<file path="src/rtl/mii_port_pkg.sv">
package mii_port_pkg;

    // ----------------------------------------------------------------
    // Widths and timing
    // ----------------------------------------------------------------
    localparam int unsigned NIBBLE_W            = 4;
    localparam int unsigned STRAP_SETTLE_CYCLES = 4;
    localparam logic [3:0]  NIBBLE_IDLE         = 4'h0;

    // ----------------------------------------------------------------
    // Shared pin functions
    // ----------------------------------------------------------------
    typedef enum logic [1:0] {
        PIN_FN_HOST_PORT,
        PIN_FN_ETHERNET,
        PIN_FN_PCI
    } pin_func_t;

    // ----------------------------------------------------------------
    // Carriers
    // ----------------------------------------------------------------
    typedef struct packed {
        logic                last;
        logic [NIBBLE_W-1:0] nibble;
    } tx_word_t;

    typedef struct packed {
        logic                error;
        logic [NIBBLE_W-1:0] nibble;
    } rx_word_t;

endpackage

</file>
<file path="src/rtl/mii_port.sv">
`timescale 1ns/1ns
module mii_port (
    input  wire logic                   core_clk_i,
    input  wire logic                   nrst_i,
    // Boot straps and live duplex mode
    input  wire logic                   ethernet_select_strap_i,
    input  wire logic                   pci_select_strap_i,
    input  wire logic                   full_duplex_i,
    // PHY side
    input  wire logic                   tx_clock_in_i,
    input  wire logic                   rx_clock_in_i,
    input  wire logic                   carrier_sense_in_i,
    input  wire logic                   collision_sense_in_i,
    input  wire logic                   rx_valid_in_i,
    input  wire logic                   rx_error_in_i,
    input  wire logic [3:0]             rx_nibble_in_i,
    output logic                        tx_enable_out_o,
    output logic      [3:0]             tx_nibble_out_o,
    output logic                        tx_pins_oe_n_o,
    // Transmit user side
    input  wire logic                   tx_valid_i,
    input  wire mii_port_pkg::tx_word_t tx_word_i,
    output logic                        tx_taken_o,
    output logic                        tx_collision_o,
    output logic                        tx_underrun_o,
    output logic                        tx_busy_o,
    // Receive user side
    output logic                        rx_strobe_o,
    output mii_port_pkg::rx_word_t      rx_word_o,
    output logic                        rx_frame_end_o,
    output logic                        rx_frame_err_o,
    output logic                        carrier_o,
    // Pin function
    output mii_port_pkg::pin_func_t     pin_func_o,
    output logic                        strap_done_o
);

    // ----------------------------------------------------------------
    // Input synchronisation
    // ----------------------------------------------------------------
    localparam int unsigned SYNC_W = 12;

    logic [SYNC_W-1:0] pins_raw;
    logic [SYNC_W-1:0] pins_lvl;

    assign pins_raw = {pci_select_strap_i, ethernet_select_strap_i,
                       collision_sense_in_i, carrier_sense_in_i,
                       rx_error_in_i, rx_valid_in_i, rx_nibble_in_i,
                       rx_clock_in_i, tx_clock_in_i};

    pin_sync #(
        .WIDTH (SYNC_W)
    ) u_sync (
        .core_clk_i (core_clk_i),
        .nrst_i     (nrst_i),
        .pin_i      (pins_raw),
        .level_o    (pins_lvl)
    );

    logic       tx_clk_s;
    logic       rx_clk_s;
    logic [3:0] rx_nib_s;
    logic       rx_dv_s;
    logic       rx_er_s;
    logic       crs_s;
    logic       col_s;
    logic       strap_eth_s;
    logic       strap_pci_s;

    assign tx_clk_s    = pins_lvl[0];
    assign rx_clk_s    = pins_lvl[1];
    assign rx_nib_s    = pins_lvl[5:2];
    assign rx_dv_s     = pins_lvl[6];
    assign rx_er_s     = pins_lvl[7];
    assign crs_s       = pins_lvl[8];
    assign col_s       = pins_lvl[9];
    assign strap_eth_s = pins_lvl[10];
    assign strap_pci_s = pins_lvl[11];

    // ----------------------------------------------------------------
    // Link clock edges, found on the core clock
    // ----------------------------------------------------------------
    logic tx_clk_prev_q;
    logic rx_clk_prev_q;
    logic tx_rise;
    logic rx_rise;

    always_ff @(posedge core_clk_i or negedge nrst_i) begin
        if (!nrst_i) begin
            tx_clk_prev_q <= 1'b0;
            rx_clk_prev_q <= 1'b0;
        end else begin
            tx_clk_prev_q <= tx_clk_s;
            rx_clk_prev_q <= rx_clk_s;
        end
    end

    // Clock from the PHY only; never generated here
    assign tx_rise = tx_clk_s & ~tx_clk_prev_q;
    assign rx_rise = rx_clk_s & ~rx_clk_prev_q;

    // ----------------------------------------------------------------
    // Strap capture
    // ----------------------------------------------------------------
    // Straps sampled only once the synchroniser has filled after release
    logic [2:0]              settle_q;
    logic                    strap_done_q;
    mii_port_pkg::pin_func_t func_q;
    logic                    eth_sel;

    always_ff @(posedge core_clk_i or negedge nrst_i) begin
        if (!nrst_i) begin
            settle_q     <= 3'h0;
            strap_done_q <= 1'b0;
            func_q       <= mii_port_pkg::PIN_FN_HOST_PORT;
        end else if (!strap_done_q) begin
            // Synced strap level first stands after the fourth edge
            if (settle_q == 3'(mii_port_pkg::STRAP_SETTLE_CYCLES)) begin
                strap_done_q <= 1'b1;
                if (strap_pci_s) begin
                    func_q <= mii_port_pkg::PIN_FN_PCI;
                end else if (strap_eth_s) begin
                    func_q <= mii_port_pkg::PIN_FN_ETHERNET;
                end else begin
                    func_q <= mii_port_pkg::PIN_FN_HOST_PORT;
                end
            end
            settle_q <= settle_q + 3'h1;
        end
    end

    assign eth_sel = (func_q == mii_port_pkg::PIN_FN_ETHERNET);

    // ----------------------------------------------------------------
    // Transmit path
    // ----------------------------------------------------------------
    typedef enum logic {
        TX_IDLE,
        TX_SEND
    } tx_state_t;

    tx_state_t  tx_state_q;
    logic       tx_last_q;
    logic       tx_en_q;
    logic [3:0] tx_nib_q;
    logic       tx_taken_q;
    logic       tx_col_q;
    logic       tx_unr_q;

    always_ff @(posedge core_clk_i or negedge nrst_i) begin
        if (!nrst_i) begin
            tx_state_q <= TX_IDLE;
            tx_last_q  <= 1'b0;
            tx_en_q    <= 1'b0;
            tx_nib_q   <= mii_port_pkg::NIBBLE_IDLE;
            tx_taken_q <= 1'b0;
            tx_col_q   <= 1'b0;
            tx_unr_q   <= 1'b0;
        end else begin
            tx_taken_q <= 1'b0;
            tx_col_q   <= 1'b0;
            tx_unr_q   <= 1'b0;
            if (!eth_sel) begin
                tx_state_q <= TX_IDLE;
                tx_en_q    <= 1'b0;
                tx_nib_q   <= mii_port_pkg::NIBBLE_IDLE;
            end else if (tx_rise) begin
                case (tx_state_q)
                    TX_IDLE: begin
                        // Collision holds off a new frame in full duplex
                        if (tx_valid_i && !(full_duplex_i && col_s)) begin
                            tx_state_q <= TX_SEND;
                            tx_en_q    <= 1'b1;
                            tx_nib_q   <= tx_word_i.nibble;
                            tx_last_q  <= tx_word_i.last;
                            tx_taken_q <= 1'b1;
                        end
                    end
                    TX_SEND: begin
                        if (!full_duplex_i && col_s) begin
                            tx_state_q <= TX_IDLE;
                            tx_en_q    <= 1'b0;
                            tx_nib_q   <= mii_port_pkg::NIBBLE_IDLE;
                            tx_col_q   <= 1'b1;
                        end else if (tx_last_q || !tx_valid_i) begin
                            // Data not ready in time ends the frame early
                            tx_state_q <= TX_IDLE;
                            tx_en_q    <= 1'b0;
                            tx_nib_q   <= mii_port_pkg::NIBBLE_IDLE;
                            tx_unr_q   <= ~tx_last_q;
                        end else begin
                            tx_nib_q   <= tx_word_i.nibble;
                            tx_last_q  <= tx_word_i.last;
                            tx_taken_q <= 1'b1;
                        end
                    end
                    default: begin
                        tx_state_q <= TX_IDLE;
                        tx_en_q    <= 1'b0;
                    end
                endcase
            end
        end
    end

    // ----------------------------------------------------------------
    // Receive path
    // ----------------------------------------------------------------
    logic       rx_in_frame_q;
    logic       rx_err_acc_q;
    logic       rx_stb_q;
    logic [3:0] rx_nib_q;
    logic       rx_nib_err_q;
    logic       rx_end_q;
    logic       rx_ferr_q;
    logic       crs_q;

    always_ff @(posedge core_clk_i or negedge nrst_i) begin
        if (!nrst_i) begin
            rx_in_frame_q <= 1'b0;
            rx_err_acc_q  <= 1'b0;
            rx_stb_q      <= 1'b0;
            rx_nib_q      <= mii_port_pkg::NIBBLE_IDLE;
            rx_nib_err_q  <= 1'b0;
            rx_end_q      <= 1'b0;
            rx_ferr_q     <= 1'b0;
            crs_q         <= 1'b0;
        end else begin
            rx_stb_q <= 1'b0;
            rx_end_q <= 1'b0;
            crs_q    <= eth_sel & crs_s;
            if (rx_rise && eth_sel && rx_dv_s) begin
                rx_nib_q      <= rx_nib_s;
                rx_nib_err_q  <= rx_er_s;
                rx_stb_q      <= 1'b1;
                rx_in_frame_q <= 1'b1;
                rx_err_acc_q  <= rx_err_acc_q | rx_er_s;
            end else if (rx_in_frame_q && (rx_rise || !eth_sel)) begin
                rx_end_q      <= 1'b1;
                rx_ferr_q     <= rx_err_acc_q;
                rx_in_frame_q <= 1'b0;
                rx_err_acc_q  <= 1'b0;
            end
        end
    end

    // ----------------------------------------------------------------
    // Outputs
    // ----------------------------------------------------------------
    logic oe_n_q;

    always_ff @(posedge core_clk_i or negedge nrst_i) begin
        if (!nrst_i) begin
            oe_n_q <= 1'b1;
        end else begin
            oe_n_q <= ~eth_sel;
        end
    end

    assign tx_enable_out_o  = tx_en_q;
    assign tx_nibble_out_o  = tx_nib_q;
    assign tx_pins_oe_n_o   = oe_n_q;
    assign tx_taken_o       = tx_taken_q;
    assign tx_collision_o   = tx_col_q;
    assign tx_underrun_o    = tx_unr_q;
    assign tx_busy_o        = tx_en_q;
    assign rx_strobe_o      = rx_stb_q;
    assign rx_word_o.nibble = rx_nib_q;
    assign rx_word_o.error  = rx_nib_err_q;
    assign rx_frame_end_o   = rx_end_q;
    assign rx_frame_err_o   = rx_ferr_q;
    assign carrier_o        = crs_q;
    assign pin_func_o       = func_q;
    assign strap_done_o     = strap_done_q;

endmodule

</file>
<file path="src/rtl/pin_sync.sv">
`timescale 1ns/1ns
module pin_sync #(
    parameter int unsigned WIDTH = 1
) (
    input  wire logic             core_clk_i,
    input  wire logic             nrst_i,
    input  wire logic [WIDTH-1:0] pin_i,
    output logic      [WIDTH-1:0] level_o
);
    // ----------------------------------------------------------------
    // Three stages; a new level counts once stages two and three agree
    // ----------------------------------------------------------------
    for (genvar b = 0; b < WIDTH; b++) begin : g_bit
        logic s1_q;
        logic s2_q;
        logic s3_q;
        logic lvl_q;

        always_ff @(posedge core_clk_i or negedge nrst_i) begin
            if (!nrst_i) begin
                s1_q  <= 1'b0;
                s2_q  <= 1'b0;
                s3_q  <= 1'b0;
                lvl_q <= 1'b0;
            end else begin
                s1_q <= pin_i[b];
                s2_q <= s1_q;
                s3_q <= s2_q;
                if (s2_q == s3_q) begin
                    lvl_q <= s3_q;
                end
            end
        end

        assign level_o[b] = lvl_q;
    end

endmodule
</file>
<file path="config.mk">
export PLATFORM = sky130hd
export DESIGN_NAME = mii_port
export DESIGN_NICKNAME = d
export VERILOG_FILES = /design/src/rtl/mii_port_pkg.sv /design/src/rtl/mii_port.sv /design/src/rtl/pin_sync.sv
export SDC_FILE = /design/constraint.sdc
export NUM_CORES = 1
export LEC_CHECK = 0
export BUFFER_PORTS_ARGS = -buffer_cell sky130_fd_sc_hd__clkbuf_2
export CAP_MARGIN = 20
export CELL_PAD_IN_SITES_DETAIL_PLACEMENT = 1
export CELL_PAD_IN_SITES_GLOBAL_PLACEMENT = 2
export CORE_AREA = 2 2 83 85
export DETAILED_ROUTE_END_ITERATION = 8
export DIE_AREA = 0 0 85 87
export PLACE_DENSITY = 0.82
export SYNTH_ARGS = -nofsm -noshare
export SYNTH_HDL_FRONTEND = slang
export SYNTH_SLANG_ARGS = --single-unit
</file>
<file path="constraint.sdc">
create_clock -name core_clk_i -period 2.81 [get_ports core_clk_i]
set_input_delay 0.281 -clock core_clk_i [delete_from_list [all_inputs] [get_ports core_clk_i]]
set_output_delay 0.281 -clock core_clk_i [all_outputs]
set_load 0.1 [all_outputs]
</file>
==> results.txt <==
----------------------------------------------------
[Global routing]
  Remaining global-route overflow ... 0
  Number of antenna violations at the first check in global routing ... 0
  First-pass GRT wire length ... 7300 um
  GRT Total Usage ... 0.130
  Pin count of the biggest net entering global routing ... 79
  Number of global-route vias before repair ... 1537

[Critical path]
  Critical Path Slowest Stage Cell ... sky130_fd_sc_hd__dfstp_2
  Data arrival time of the critical path ... approximately 1300 ps
  Kind of start point of the critical path ... flop
  Data required time of the worst path ... 2530 ps
  Largest stage delay on the critical path ... approximately 520 ps
  Family with the most delay on the worst path ... flip-flops
  Depth of the worst register-to-register path ... 4
  Critical Path Fanout Max ... 1
  R2r setup slk ... 1370 ps
  Kind of end point of the critical path ... output port
  Crit Path Class ... flop to output port
  WP buf/inv ... 1
  Stages on the worst setup path ... 1
  Cells along the critical path ... clkbuf_2

[Yosys]
  Dominant synthesized flop cell ... sky130_fd_sc_hd__dfrtp_1
  Cell types occupying the most area after synthesis ... sky130_fd_sc_hd__dfrtp_1 74%, sky130_fd_sc_hd__maj3_1 4.6%, sky130_fd_sc_hd__nand2_1 2.7%
  Gate count after technology mapping ... 170
  Mean instance size in the synthesized netlist ... 15.3 um^2
  Portion of the post-synthesis area used by sequential elements ... 0.750
  Seq cells post-synth ... between 70 and 80
  Count of unique library cells instantiated by Yosys ... 34
  Area of the mapped netlist ... approximately 2600 um^2
  Number of enable flip-flop cells after synthesis ... 0
  Post-synthesis net count ... between 150 and 200
  Library cell with the largest summed area after synthesis ... sky130_fd_sc_hd__dfrtp_1
  Yosys synthesis warning count ... 0
  Area share of the leading cell type in the synthesized netlist ... 0.740
  Async SR Flop Fraction ... 1.00

[Drt]
  DR vias/cell ... 4.71
  Vias ... 1431
  Wire length after detailed routing ... a little over 4000 um
  Iteration-0 DRC count of the detailed router ... slightly below 90
  Average detailed-routed wire length per instance ... 13.6 um
  DRT antenna net count ... 0
  First-pass DRT Iterations ... 4
  Remaining DRCs ... 0

[Power]
  Ratio of total power to cell area ... 801 nW/um^2
  Peak ir drop on the vdd network ... 0.330 mV
  Static leakage power ... 1.51 nW

[STA]
  Maximum clock skew at final layout ... ~6.5 ps
  Transition time at the pin with the least slew margin ... 931 ps
  Setup TNS ... 0 ps
  Max Transition Viols Final ... 0
  Fin crit share ... 0.564
  Relative slew slack ... 0.379
  Setup ws final ... 1230 ps
  Setup violation total in the final timing report ... 0
  Final hold violations ... 0
  Crit path time final ... between 1500 and 2000 ps
  Unrepaired setup endpoints after global routing ... false
  Highest clock frequency the design can meet ... approximately 630 MHz

[Clocking]
  Clock sink count ... 78
  CTS tree ... done
  Latest clock arrival within the worst-skew pair ... 340 ps
  Clock tree root driver cell ... sky130_fd_sc_hd__clkbuf_8
  Clock buffer count from CTS ... 9
  Number of post-CTS setup repair buffers ... 0
  Number of hold buffers added after CTS ... 0
  Clock slew at the register clock pins of the worst setup and hold paths ... 80 ps
  Number of cells upsized or downsized after cts ... 0
  Clock tree buffer depth ... 2
  Number of levels in the clock H-tree ... 3

[Final layout]
  Number of antenna diodes ... 0
  Area delta synth->final ... 18.6%
  # nets final ... between 200 and 250
  Layout cell share with drive strength beyond 1 ... 0.326
  Count of fill cells added during filler insertion ... 683

[Job]
  # Max-Cap Violations ... 0

[Place]
  Half-perimeter wire length of the detailed placement result ... 2820 um
  Port buffer count ... 42
  Setup slack at placement ... 1370 ps
  Routability cong. ... 0.719

[Die]
  Initial cell density of the core ... 0.396
  Number of placement rows ... 30
  Area of the core ... roughly 6600 um^2
  Die width ... between 80 and 90 um
  Die Ht ... between 80 and 90 um
  Count of pins on the block boundary ... between 40 and 50
  Total Die Area ... 7400 um^2

[Status]
  Run status ... finished clean

[Min path]
  Type of the most critical hold path ... input port to flop
  Hold path cells ... 1

----------------------------------------------------
cell usage after synthesis (3+ instances only):
library cell,number
sky130_fd_sc_hd__mux2_2,3
sky130_fd_sc_hd__nor2b_4,3
sky130_fd_sc_hd__nand2b_1,5
sky130_fd_sc_hd__nor2_1,3
sky130_fd_sc_hd__o21ai_0,3
sky130_fd_sc_hd__maj3_1,12
sky130_fd_sc_hd__a31o_1,4
sky130_fd_sc_hd__inv_1,4
sky130_fd_sc_hd__dfrtp_1,77
sky130_fd_sc_hd__and3_1,5
sky130_fd_sc_hd__nand2_1,19
stage by stage:
step / cell area (um^2) / std cells / hold slack, ps / util / power [mW]
2_1_floorplan: 2600 / 170 / -14.6 / - / 1.59
3_3_place_gp: 2890 / 288 / 332 / 0.440 / 1.67
3_5_place_dp: 2890 / 288 / 336 / 0.440 / 1.68
4_1_cts: 3090 / 304 / 16.2 / 0.470 / 2.51
5_1_grt: 3090 / 304 / 12.5 / 0.470 / 2.59
6_report: 3090 / 304 / 38.4 / 0.470 / 2.47
registers in the layout, indices dropped and copies added (netlist names), 2 cells and up:
signal              flops
pin_func_o              2
rx_nib_q                4
settle_q                3
tx_nibble_out_o         4
u_sync.g_bit.lvl_q     12
u_sync.g_bit.s1_q      12
u_sync.g_bit.s2_q      12
u_sync.g_bit.s3_q      12
where the power goes:
part / internal, mW / switching, mW / total, mW
registers: 1.21 / 0.0481 / 1.25
logic: 0.0748 / 0.322 / 0.397
clock network: 0.413 / 0.410 / 0.823
area by class of cell:
type                       count  area, um^2  area share
tap                           80         100      0.0324
clock inverter                 7        73.8      0.0239
inverter                       6        22.5     0.00729
clock buffer                   9         124      0.0401
multi-input combinational     82         603       0.195
sequential                    78        1950       0.632
timing repair buffer          42         213      0.0689
cells by family after synthesis:
| group | Yosys count | synth area share |
|---|---|---|
| xor+xnor | 2 | 0.00673 |
| fa+ha+maj | 14 | 0.0557 |
| compound gates | 18 | 0.0586 |
| buf+inv | 10 | 0.0183 |
| flops | 78 | 0.750 |
| simple gates | 45 | 0.0976 |
| mux | 3 | 0.0130 |
cells in the final DEF, fill, tap and decap left out, drive strengths merged:
cell type	Yosys	final
inv	6	7
clkbuf	0	50
a31o	4	4
a31oi	2	2
nand2	19	19
nand2b	5	5
o21ai	5	5
clkinvlp	0	1
and2	1	1
and2b	2	2
a21oi	2	2
bufinv	0	1
xnor2	2	2
dfstp	1	1
maj3	12	12
a21boi	1	1
a311oi	1	1
nand3b	1	1
a21o	1	1
nand3	2	2
ha	2	2
buf	4	1
a22o	1	1
o211a	1	1
and3	5	5
mux2	3	3
nor4	1	1
dfrtp	77	77
nor3	2	2
nor2	4	4
nor2b	3	3
clkinv	0	4
metal layers:
metal | vias up | wire length [um] | GRT usage
met5 | - | 0 | 0
met2 | 38 | 1930 | 0.195
li1 | 663 | - | -
met1 | 721 | 1890 | 0.168
met4 | 0 | 117 | 0.0895
met3 | 9 | 207 | 0.0313
final timing paths:
kind	startpoint	to
min in group asynchronous	nrst_i	u_sync.g_bit[9].s3_q
max reg2reg	pin_func_o[1]	rx_frame_err_o
max in group asynchronous	nrst_i	u_sync.g_bit[11].s1_q
min	rx_nibble_in_i[3]	u_sync.g_bit[5].s1_q
min reg2reg	u_sync.g_bit[0].s1_q	u_sync.g_bit[0].s2_q
max	tx_pins_oe_n_o	tx_pins_oe_n_o
No activity file was read; power rests on OpenSTA's default activity.
